<file path="src/cfl_cfg.svh">
`ifndef CFL_CFG_SVH
`define CFL_CFG_SVH
`define CFL_OFF_FLAGS 12'h000
`define CFL_OFF_ACC 12'h004
`define CFL_OFF_INDEX 12'h008
`define CFL_OFF_MEMOP 12'h00C
`define CFL_OFF_PC 12'h010
`define CFL_OFF_CMD 12'h014
`define CFL_OFF_STATUS 12'h018
`define CFL_BIT_V 7
`define CFL_BIT_H 4
`define CFL_BIT_I 3
`define CFL_BIT_N 2
`define CFL_BIT_Z 1
`define CFL_BIT_C 0
`define CFL_FLAGS_ONES 8'h60
`define CFL_FLAGS_RST 8'h68
`define CFL_DATA_RST 8'h00
`define CFL_PC_RST 16'h0000
`define CFL_PUSH_LAST 3'h4
`define CFL_POP_LAST 3'h5
`define CFL_IRQ_N 8
`define CFL_STK_DEPTH 32
`endif

</file>
<file path="src/cfl_pkg.sv">
package cfl_pkg;
  typedef enum logic [3:0] {
    nop_op, add_op, add_carry_op, clear_operand_op, compare_accumulator_op,
    compare_index_op, complement_op, decimal_adjust_op, decrement_branch_nonzero_op,
    decrement_op, increment_op, exclusive_or_op, mask_clear_op, mask_set_op,
    interrupt_return_op, illegal_op
  } cfl_op_t;
  typedef enum logic [1:0] {dst_acc, dst_xlo, dst_xhi, dst_mem} cfl_dst_t;
  typedef struct packed {
    logic [7:0] rel;
    logic [1:0] adv;
    cfl_dst_t dst;
    cfl_op_t op;
  } cfl_cmd_t;
  typedef struct packed {
    logic [7:0] res;
    logic [7:0] f;
  } cfl_alu_t;
  typedef struct packed {
    logic valid;
    logic [2:0] num;
  } cfl_vec_t;
  typedef enum {st_idle, st_exec, st_push, st_mask, st_vector, st_pop} cfl_state_t;
endpackage

</file>
<file path="src/cfl_stack_mem.sv">
`timescale 1ns/1ps
module cfl_stack_mem #(
  parameter int DEPTH = 32
) (
  input wire logic ref_clk,
  input wire logic we,
  input wire logic [$clog2(DEPTH)-1:0] addr,
  input wire logic [7:0] wdata,
  output logic [7:0] rdata
);
  logic [7:0] mem [DEPTH];

  // No reset on the array: stacked bytes are only read after being pushed.
  always_ff @(posedge ref_clk)
  begin
    if (we)
    begin
      mem[addr] <= wdata;
    end
    rdata <= mem[addr];
  end
endmodule // cfl_stack_mem

</file>
<file path="src/cfl_core.sv">
// The APB register port and the placing of the registers were decided locally.
`timescale 1ns/1ps
`include "cfl_cfg.svh"
module cfl_core #(
  parameter int IRQ_N = `CFL_IRQ_N,
  parameter int STK_DEPTH = `CFL_STK_DEPTH
) (
  input wire logic ref_clk,
  input wire logic sys_rst,
  input wire logic psel,
  input wire logic penable,
  input wire logic pwrite,
  input wire logic [11:0] paddr,
  input wire logic [31:0] pwdata,
  output logic [31:0] prdata,
  output logic pready,
  output logic pslverr,
  input wire logic [IRQ_N-1:0] irq_in,
  output cfl_pkg::cfl_vec_t vec_out,
  output logic busy
);
  import cfl_pkg::*;
  localparam int SAW = $clog2(STK_DEPTH);

  if (IRQ_N < 1 || IRQ_N > 8 || STK_DEPTH < 8 || (1 << SAW) != STK_DEPTH)
  begin : g_bad_param
    $error("cfl_core: IRQ_N must be 1..8 and STK_DEPTH a power of two of 8 or more");
  end

  logic [7:0] flags_reg;
  logic [7:0] acc_reg;
  logic [7:0] x_reg;
  logic [7:0] h_reg;
  logic [7:0] mem_reg;
  logic [15:0] pc_reg;
  cfl_cmd_t cmd_reg;
  cfl_state_t state_reg;
  logic [2:0] step_reg;
  logic [SAW-1:0] sp_reg;
  logic [IRQ_N-1:0] irq_s1_reg;
  logic [IRQ_N-1:0] irq_s2_reg;
  logic [2:0] vnum_reg;
  logic [31:0] prdata_reg;
  logic err_reg;
  logic [7:0] st_rdata;
  logic st_we;
  logic [SAW-1:0] st_addr;
  logic [7:0] st_wdata;
  logic [7:0] a_sel;
  cfl_alu_t alu_o;
  cfl_cmd_t wcmd;
  logic wr_acc;
  logic cmd_go;
  logic irq_go;
  logic [31:0] rd_next;
  logic [IRQ_N-1:0] pick_bit;

  function automatic logic [2:0] map_f(input logic [11:0] a);
    unique case (a)
      `CFL_OFF_FLAGS: map_f = 3'h1;
      `CFL_OFF_ACC: map_f = 3'h2;
      `CFL_OFF_INDEX: map_f = 3'h3;
      `CFL_OFF_MEMOP: map_f = 3'h4;
      `CFL_OFF_PC: map_f = 3'h5;
      `CFL_OFF_CMD: map_f = 3'h6;
      `CFL_OFF_STATUS: map_f = 3'h7;
      default: map_f = 3'h0;
    endcase
  endfunction

  // Lowest line index is the highest priority.
  function automatic logic [2:0] prio_f(input logic [IRQ_N-1:0] p);
    prio_f = 3'h0;
    for (int i = IRQ_N - 1; i >= 0; i--)
    begin
      if (p[i])
      begin
        prio_f = 3'(i);
      end
    end
  endfunction

  function automatic cfl_alu_t alu_f(input cfl_op_t op, input logic [7:0] a,
                                     input logic [7:0] m, input logic [7:0] f);
    cfl_alu_t o;
    logic [8:0] s;
    logic [4:0] n;
    logic [7:0] cor;
    logic nz;
    o.res = a;
    o.f = f;
    s = 9'h000;
    n = 5'h00;
    cor = 8'h00;
    nz = 1'b1;
    unique case (op)
      add_op, add_carry_op:
      begin
        n = {1'b0, a[3:0]} + {1'b0, m[3:0]} + {4'h0, (op == add_carry_op) & f[`CFL_BIT_C]};
        s = {1'b0, a} + {1'b0, m} + {8'h00, (op == add_carry_op) & f[`CFL_BIT_C]};
        o.res = s[7:0];
        o.f[`CFL_BIT_H] = n[4];
        o.f[`CFL_BIT_V] = (a[7] == m[7]) && (s[7] != a[7]);
        o.f[`CFL_BIT_C] = s[8];
      end
      compare_accumulator_op, compare_index_op:
      begin
        s = {1'b0, a} - {1'b0, m};
        o.res = s[7:0];
        o.f[`CFL_BIT_V] = (a[7] != m[7]) && (s[7] != a[7]);
        o.f[`CFL_BIT_C] = s[8];
      end
      clear_operand_op:
      begin
        o.res = 8'h00;
        o.f[`CFL_BIT_V] = 1'b0;
      end
      complement_op:
      begin
        o.res = 8'hFF - a;
        o.f[`CFL_BIT_V] = 1'b0;
        o.f[`CFL_BIT_C] = 1'b1;
      end
      decimal_adjust_op:
      begin
        if (f[`CFL_BIT_H] || a[3:0] > 4'h9)
        begin
          cor[3:0] = 4'h6;
        end
        if (f[`CFL_BIT_C] || a > 8'h99)
        begin
          cor[7:4] = 4'h6;
          o.f[`CFL_BIT_C] = 1'b1;
        end
        o.res = a + cor;
      end
      decrement_branch_nonzero_op:
      begin
        o.res = a - 8'h01;
        nz = 1'b0;
      end
      decrement_op:
      begin
        o.res = a - 8'h01;
        o.f[`CFL_BIT_V] = (o.res == 8'h7F);
      end
      increment_op:
      begin
        o.res = a + 8'h01;
        o.f[`CFL_BIT_V] = (o.res == 8'h80);
      end
      exclusive_or_op:
      begin
        o.res = a ^ m;
        o.f[`CFL_BIT_V] = 1'b0;
      end
      default:
      begin
        nz = 1'b0;
      end
    endcase
    if (nz)
    begin
      o.f[`CFL_BIT_N] = o.res[7];
      o.f[`CFL_BIT_Z] = (o.res == 8'h00);
    end
    o.f = o.f | `CFL_FLAGS_ONES;
    return o;
  endfunction

  assign wcmd = cfl_cmd_t'(pwdata[15:0]);
  assign wr_acc = psel & penable & pwrite;
  assign cmd_go = wr_acc && (state_reg == st_idle) && (map_f(paddr) == 3'h6)
                  && (wcmd.op != illegal_op);
  // A command written in the same cycle wins; the request is taken once the core is back in st_idle.
  assign irq_go = (state_reg == st_idle) && !cmd_go && !flags_reg[`CFL_BIT_I]
                  && (|irq_s2_reg);
  assign pready = 1'b1;
  assign pslverr = psel & penable & err_reg;
  assign prdata = prdata_reg;
  assign busy = (state_reg != st_idle);
  assign vec_out = {state_reg == st_vector, vnum_reg};

  always_comb
  begin
    unique case (cmd_reg.op)
      add_op, add_carry_op, compare_accumulator_op, decimal_adjust_op, exclusive_or_op:
        a_sel = acc_reg;
      compare_index_op:
        a_sel = x_reg;
      default:
        unique case (cmd_reg.dst)
          dst_acc: a_sel = acc_reg;
          dst_xlo: a_sel = x_reg;
          dst_xhi: a_sel = h_reg;
          dst_mem: a_sel = mem_reg;
        endcase
    endcase
    alu_o = alu_f(cmd_reg.op, a_sel, mem_reg, flags_reg);
  end

  always_comb
  begin
    unique case (map_f(paddr))
      3'h1: rd_next = {24'h000000, flags_reg | `CFL_FLAGS_ONES};
      3'h2: rd_next = {24'h000000, acc_reg};
      3'h3: rd_next = {16'h0000, h_reg, x_reg};
      3'h4: rd_next = {24'h000000, mem_reg};
      3'h5: rd_next = {16'h0000, pc_reg};
      3'h6: rd_next = {16'h0000, cmd_reg};
      3'h7: rd_next = {7'h00, busy, 5'h00, vnum_reg, 8'(irq_s2_reg), 8'(sp_reg)};
      default: rd_next = 32'h00000000;
    endcase
  end

  always_ff @(posedge ref_clk or posedge sys_rst)
  begin
    if (sys_rst)
    begin
      prdata_reg <= 32'h00000000;
      err_reg <= 1'b0;
    end
    else if (psel && !penable)
    begin
      prdata_reg <= rd_next;
      err_reg <= (map_f(paddr) == 3'h0);
    end
  end

  always_ff @(posedge ref_clk or posedge sys_rst)
  begin
    if (sys_rst)
    begin
      irq_s1_reg <= '0;
      irq_s2_reg <= '0;
    end
    else
    begin
      irq_s1_reg <= irq_in;
      irq_s2_reg <= irq_s1_reg;
    end
  end

  always_ff @(posedge ref_clk or posedge sys_rst)
  begin
    if (sys_rst)
    begin
      state_reg <= st_idle;
      step_reg <= 3'h0;
      cmd_reg <= '0;
      vnum_reg <= 3'h0;
    end
    else
    begin
      unique case (state_reg)
        st_idle:
        begin
          step_reg <= 3'h0;
          if (cmd_go)
          begin
            cmd_reg <= wcmd;
            state_reg <= (wcmd.op == interrupt_return_op) ? st_pop : st_exec;
          end
          else if (irq_go)
          begin
            vnum_reg <= prio_f(irq_s2_reg);
            state_reg <= st_push;
          end
        end
        st_exec:
          state_reg <= st_idle;
        st_push:
        begin
          step_reg <= step_reg + 3'h1;
          if (step_reg == `CFL_PUSH_LAST)
          begin
            state_reg <= st_mask;
          end
        end
        st_mask:
          state_reg <= st_vector;
        st_vector:
          state_reg <= st_idle;
        st_pop:
        begin
          step_reg <= step_reg + 3'h1;
          if (step_reg == `CFL_POP_LAST)
          begin
            state_reg <= st_idle;
          end
        end
      endcase
    end
  end

  // Push order is PC low, PC high, index low, accumulator, flags; the index high byte
  // stays out so service routines that touch it must save it themselves.
  always_comb
  begin
    st_we = (state_reg == st_push);
    st_addr = sp_reg;
    st_wdata = flags_reg;
    if (state_reg == st_pop)
    begin
      st_addr = sp_reg + SAW'(step_reg) + SAW'(1);
    end
    unique case (step_reg)
      3'h0: st_wdata = pc_reg[7:0];
      3'h1: st_wdata = pc_reg[15:8];
      3'h2: st_wdata = x_reg;
      3'h3: st_wdata = acc_reg;
      default: st_wdata = flags_reg;
    endcase
  end

  always_ff @(posedge ref_clk or posedge sys_rst)
  begin
    if (sys_rst)
    begin
      sp_reg <= '1;
    end
    else if (state_reg == st_push)
    begin
      sp_reg <= sp_reg - SAW'(1);
    end
    else if (state_reg == st_pop && step_reg == `CFL_POP_LAST)
    begin
      sp_reg <= sp_reg + SAW'(5);
    end
  end

  cfl_stack_mem #(
    .DEPTH(STK_DEPTH)
  ) cfl_stack_mem_i (
    .ref_clk(ref_clk),
    .we(st_we),
    .addr(st_addr),
    .wdata(st_wdata),
    .rdata(st_rdata)
  );

  always_ff @(posedge ref_clk or posedge sys_rst)
  begin
    if (sys_rst)
    begin
      flags_reg <= `CFL_FLAGS_RST;
    end
    else if (state_reg == st_idle && wr_acc && map_f(paddr) == 3'h1)
    begin
      flags_reg <= pwdata[7:0] | `CFL_FLAGS_ONES | {4'h0, flags_reg[`CFL_BIT_I], 3'h0};
    end
    else if (state_reg == st_exec)
    begin
      unique case (cmd_reg.op)
        mask_clear_op: flags_reg[`CFL_BIT_I] <= 1'b0;
        mask_set_op: flags_reg[`CFL_BIT_I] <= 1'b1;
        default: flags_reg <= alu_o.f;
      endcase
    end
    else if (state_reg == st_mask)
    begin
      flags_reg[`CFL_BIT_I] <= 1'b1;
    end
    else if (state_reg == st_pop && step_reg == 3'h1)
    begin
      flags_reg <= st_rdata | `CFL_FLAGS_ONES;
    end
  end

  always_ff @(posedge ref_clk or posedge sys_rst)
  begin
    if (sys_rst)
    begin
      acc_reg <= `CFL_DATA_RST;
      x_reg <= `CFL_DATA_RST;
      h_reg <= `CFL_DATA_RST;
      mem_reg <= `CFL_DATA_RST;
      pc_reg <= `CFL_PC_RST;
    end
    else if (state_reg == st_idle && wr_acc)
    begin
      unique case (map_f(paddr))
        3'h2: acc_reg <= pwdata[7:0];
        3'h3: {h_reg, x_reg} <= pwdata[15:0];
        3'h4: mem_reg <= pwdata[7:0];
        3'h5: pc_reg <= pwdata[15:0];
        default: acc_reg <= acc_reg;
      endcase
    end
    else if (state_reg == st_exec)
    begin
      unique case (cmd_reg.op)
        add_op, add_carry_op, decimal_adjust_op, exclusive_or_op:
          acc_reg <= alu_o.res;
        clear_operand_op, complement_op, decrement_op, increment_op,
        decrement_branch_nonzero_op:
          unique case (cmd_reg.dst)
            dst_acc: acc_reg <= alu_o.res;
            dst_xlo: x_reg <= alu_o.res;
            dst_xhi: h_reg <= alu_o.res;
            dst_mem: mem_reg <= alu_o.res;
          endcase
        default: acc_reg <= acc_reg;
      endcase
      if (cmd_reg.op == decrement_branch_nonzero_op)
      begin
        pc_reg <= pc_reg + {14'h0000, cmd_reg.adv} + 16'h0002
                  + ((alu_o.res != 8'h00) ? {{8{cmd_reg.rel[7]}}, cmd_reg.rel} : 16'h0000);
      end
    end
    else if (state_reg == st_pop)
    begin
      unique case (step_reg)
        3'h2: acc_reg <= st_rdata;
        3'h3: x_reg <= st_rdata;
        3'h4: pc_reg[15:8] <= st_rdata;
        3'h5: pc_reg[7:0] <= st_rdata;
        default: acc_reg <= acc_reg;
      endcase
    end
  end

  a_flag_ones: assert property (@(posedge ref_clk) disable iff (sys_rst)
    flags_reg[6:5] == 2'b11) else $error("flag bits 6 and 5 not one");
  a_mask_holds: assert property (@(posedge ref_clk) disable iff (sys_rst)
    (state_reg == st_idle && flags_reg[`CFL_BIT_I]) |=> state_reg != st_push)
    else $error("request accepted while masked");
  a_entry_order: assert property (@(posedge ref_clk) disable iff (sys_rst)
    (state_reg == st_push && step_reg == 3'h4) |=> state_reg == st_mask
    ##1 (state_reg == st_vector && flags_reg[`CFL_BIT_I]))
    else $error("entry order broken");
  a_no_high_push: assert property (@(posedge ref_clk) disable iff (sys_rst)
    $rose(state_reg == st_push) |-> (state_reg == st_push)[*5] ##1 state_reg == st_mask)
    else $error("push count not five");
  // The chosen line must have been pending, and no line of lower index may have been.
  assign pick_bit = IRQ_N'(1) << vnum_reg;
  a_prio_pick: assert property (@(posedge ref_clk) disable iff (sys_rst)
    irq_go |=> (($past(irq_s2_reg) & pick_bit) != '0)
    && (($past(irq_s2_reg) & (pick_bit - IRQ_N'(1))) == '0))
    else $error("wrong priority chosen");
  a_pop_mask: assert property (@(posedge ref_clk) disable iff (sys_rst)
    (state_reg == st_pop && step_reg == 3'h1) |=>
    flags_reg[`CFL_BIT_I] == $past(st_rdata[`CFL_BIT_I]))
    else $error("mask not restored");
  a_mask_clear: assert property (@(posedge ref_clk) disable iff (sys_rst)
    $fell(flags_reg[`CFL_BIT_I]) |-> $past(state_reg == st_pop)
    || $past(state_reg == st_exec && cmd_reg.op == mask_clear_op))
    else $error("mask cleared without cause");
  a_add_half: assert property (@(posedge ref_clk) disable iff (sys_rst)
    (state_reg == st_exec && cmd_reg.op == add_op) |=> flags_reg[`CFL_BIT_H] ==
    (({1'b0, $past(acc_reg[3:0])} + {1'b0, $past(mem_reg[3:0])}) > 5'h0F))
    else $error("half carry wrong");
  a_eor_flags: assert property (@(posedge ref_clk) disable iff (sys_rst)
    (state_reg == st_exec && cmd_reg.op == exclusive_or_op) |=>
    !flags_reg[`CFL_BIT_V] && flags_reg[`CFL_BIT_C] == $past(flags_reg[`CFL_BIT_C])
    && flags_reg[`CFL_BIT_Z] == (acc_reg == 8'h00))
    else $error("exclusive-or flags wrong");
  a_decrement_branch_nonzero_op_keep: assert property (@(posedge ref_clk) disable iff (sys_rst)
    (state_reg == st_exec && cmd_reg.op == decrement_branch_nonzero_op) |=>
    flags_reg == $past(flags_reg)) else $error("branch loop changed flags");
  a_cmp_borrow: assert property (@(posedge ref_clk) disable iff (sys_rst)
    (state_reg == st_exec && cmd_reg.op == compare_accumulator_op) |=>
    flags_reg[`CFL_BIT_C] == ($past(mem_reg) > $past(acc_reg)) && acc_reg == $past(acc_reg))
    else $error("compare wrong");
  c_irq_entry: cover property (@(posedge ref_clk) disable iff (sys_rst)
    state_reg == st_vector);
  c_irq_return: cover property (@(posedge ref_clk) disable iff (sys_rst)
    state_reg == st_pop && step_reg == 3'h5);
  c_branch_taken: cover property (@(posedge ref_clk) disable iff (sys_rst)
    state_reg == st_exec && cmd_reg.op == decrement_branch_nonzero_op && alu_o.res != 8'h00);
endmodule // cfl_core

</file>
<file path="config.mk">
export PLATFORM = sky130hd
export DESIGN_NAME = cfl_core
export DESIGN_NICKNAME = d
export VERILOG_FILES = /design/src/cfl_pkg.sv /design/src/cfl_stack_mem.sv /design/src/cfl_core.sv
export VERILOG_INCLUDE_DIRS = /design/src
export SDC_FILE = /design/constraint.sdc
export NUM_CORES = 1
export LEC_CHECK = 0
export BUFFER_PORTS_ARGS = -buffer_cell sky130_fd_sc_hd__clkbuf_2
export CAP_MARGIN = 20
export CORE_MARGIN = 4
export CORE_UTILIZATION = 50
export DETAILED_ROUTE_END_ITERATION = 7
export HOLD_SLACK_MARGIN = 0.02
export PLACE_DENSITY = 0.67
export SLEW_MARGIN = 20
export SYNTH_ARGS = -nofsm -noshare
export SYNTH_HDL_FRONTEND = slang
export SYNTH_SLANG_ARGS = --single-unit
export TNS_END_PERCENT = 30
</file>
<file path="constraint.sdc">
create_clock -name ref_clk -period 10.85 [get_ports ref_clk]
set_input_delay 1.085 -clock ref_clk [delete_from_list [all_inputs] [get_ports ref_clk]]
set_output_delay 1.085 -clock ref_clk [all_outputs]
set_load 0.005 [all_outputs]
</file>
==> impl_metrics.json <==
{
  "status": "completed",
  "dieWidth_microns": 208,
  "synth_edf_count": 256,
  "cp.arrival_ps": 9950,
  "clkLatencyLatePin_ps": 560,
  "ant_nets": 0,
  "post-place-ws_ps": 1560,
  "ys.flop_type": "edfxtp_1",
  "ys_ff_latch": 385,
  "syn_inst": 1633,
  "reg2reg_to": "pc_reg[14]",
  "worst_slew_pin_slew_ps": 1080,
  "hold_end": "irq_s2_reg[1]",
  "yosysWarnings": 0,
  "nets": 1812,
  "gr-usage-all-layers_pct": 25.5,
  "slew_viol_final": 0,
  "largest_reg_flops": 256,
  "synth.area.top_cells": "edfxtp_1 39%, dfrtp_1 14%, mux4_2 8.2%",
  "r2r_start": "cmd_reg[0]",
  "dieArea_sq_um": 43100,
  "viasPerCell": 6.39,
  "synth_top_cell_area_share_pct": 38.6,
  "timing.slew.headroom_pct": 26.1,
  "drc": 0,
  "gp_congestion": 0.968,
  "yosysTopAreaCell": "edfxtp_1",
  "rows": 72,
  "crit_fanout": 25,
  "min_path_cells": 0,
  "reg2reg_depth": 35,
  "worstPathRequired_ps": 11300,
  "fin_setup_tns_ps": 0,
  "ys_types": 105,
  "timing.fmax_mhz": 105,
  "grt_max_degree": 72,
  "whs_ps": 347,
  "worstSetupStartpoint": "cmd_reg[0]",
  "grt_pass1_wl_microns": 85700,
  "critPathLaunchType": "register",
  "via_count": 14259,
  "htree_levels": 2,
  "tritoncts": "yes",
  "hold_viol_final": 0,
  "fin_area_sq_um": 22100,
  "clock-sinks": 385,
  "ys_async_sr_fraction_pct": 31.4,
  "area_growth_pct": 11.1,
  "routed_wl_microns": 56500,
  "layout-drive-gt1-share_pct": 17.9,
  "firstDrtPassIters": 6,
  "slowest_stage": "dfrtp_1",
  "cts_made_buffers": 41,
  "p_per_area_nw_per_um2": 176,
  "start_util_pct": 51.1,
  "r2r_slack_ps": 1350,
  "grt_pass1_vias": 13860,
  "cpPeakStageDelay_ps": 950,
  "hold_class": "reg2reg",
  "p_leak_uw": 0.00833,
  "clkTransAtPathRegs_ps": 60,
  "layout_commonest_cell": "edfxtp_1",
  "antenna_found_initial": 0,
  "cts-hold-fix-buffers": 0,
  "grt_overflow": 0,
  "antenna_cells": 0,
  "rsz0062_at_grt": "no",
  "hp-start": "irq_s1_reg[1]",
  "layout_common_cells": "256 x edfxtp_1, 158 x nor2_1, 127 x nand2_1, 115 x dfrtp_1, 96 x a21oi_1",
  "syn_area_sq_um": 19900,
  "crit_type": "reg2reg",
  "dp_hpwl_microns": 39400,
  "clock_path_buffers": 3,
  "io_buffers": 66,
  "synth.avg_cell_area_sq_um": 12.2,
  "coreArea_sq_um": 39000,
  "crit_buf_inv": 2,
  "drtIter0Drc": 1590,
  "fillers": 3247,
  "drt-wirelength-per-cell_microns": 25.3,
  "final.min_clock_period_ps": 9500,
  "ys_seq_area_share_pct": 54.6,
  "ir_drop_mv": 0.176,
  "drv_cap": 0,
  "post_cts_buffers": 0,
  "worst_slack_ps": 1350,
  "setup_viol": 0,
  "post_cts_resized": 0,
  "timing.final.crit_share_pct": 87.6,
  "final.setup_skew_ps": 19.8,
  "cp_top_family": "simple AND/OR/NAND/NOR gates",
  "cts_root_buffer": "clkbuf_16",
  "place_area_sq_um": 20800,
  "ios": 96,
  "endpoint_kind": "register",
  "fp.dieH_microns": 208
}
power by group:
group / internal (uW) / switching, uW / leakage, uW
combinational: 334 / 467 / 0.00376
sequential: 1640 / 52.9 / 0.00392
clock: 819 / 585 / 0.000648
total: 2800 / 1110 / 0.00833
synth_stat cells, types with 36 or more instances:
cell      number
dfrtp_1      115
mux4_2        73
inv_1         46
a22oi_1       39
clkbuf_1      55
ha_1          62
nor2_1       160
nand2_1      127
a21oi_1      102
o21ai_0       87
edfxtp_1     256
mux2_2        36
through the flow:
stage	util (%)	power, uW	instances
after floorplan	-	2270	1644
after global placement	53.2	2510	2159
after detailed placement	53.2	2530	2159
after CTS	56.7	3920	2231
after global routing	56.8	4050	2232
final	56.8	3900	2232
worst reg2reg max path, delay by kind of cell (launching register included):
kind / cells / cell delay, ps
XOR/XNOR: 2 / 810
AO/OA/AOI/OAI: 12 / 2310
buffers and inverters: 2 / 300
AND/OR/NAND/NOR: 13 / 3190
adder cells (fa/ha/maj): 5 / 1600
flip-flops: 1 / 950
multiplexers: 1 / 240
worst max path at each step:
stage,slack (ps),endpoint,cells past startpoint
floorplan,3400,pc_reg[14],36
global placement,1610,pc_reg[14],36
detailed placement,1560,pc_reg[14],35
CTS,1500,pc_reg[14],35
global route,700,pc_reg[14],36
finish,1350,pc_reg[14],35
per-layer routing:
| metal | global-route usage [%] | wire length (microns) | vias up |
|---|---|---|---|
| met5 | 0 | 0 | - |
| li1 | - | - | 6368 |
| met4 | 8.74 | 2250 | 0 |
| met2 | 41.2 | 26600 | 682 |
| met1 | 35.7 | 23100 | 7068 |
| met3 | 4.08 | 4570 | 141 |
logic make-up (layout without fill, tap and decap cells):
kind of cell / count (synthesis) / after routing / synth area share (%)
AND/OR/NAND/NOR: 463 / 463 / 11.0
AO/OA/AOI/OAI: 406 / 406 / 13.7
flip-flops: 385 / 385 / 54.6
buffers and inverters: 143 / 213 / 3.09
multiplexers: 124 / 124 / 11.0
adder cells (fa/ha/maj): 70 / 70 / 4.69
XOR/XNOR: 40 / 40 / 1.83
other: 2 / 13 / 0.0377
cell type report:
| type | instances | area (sq um) | area share (%) |
|---|---|---|---|
| Inverter | 50 | 198 | 0.893 |
| Clock inverter | 20 | 255 | 1.15 |
| Sequential cell | 385 | 10900 | 49.2 |
| Clock buffer | 52 | 1100 | 4.96 |
| Multi-Input combinational cell | 1116 | 8540 | 38.6 |
| Tap cell | 518 | 648 | 2.93 |
| Timing Repair Buffer | 91 | 522 | 2.36 |
Power figures use the tool's default switching activity.
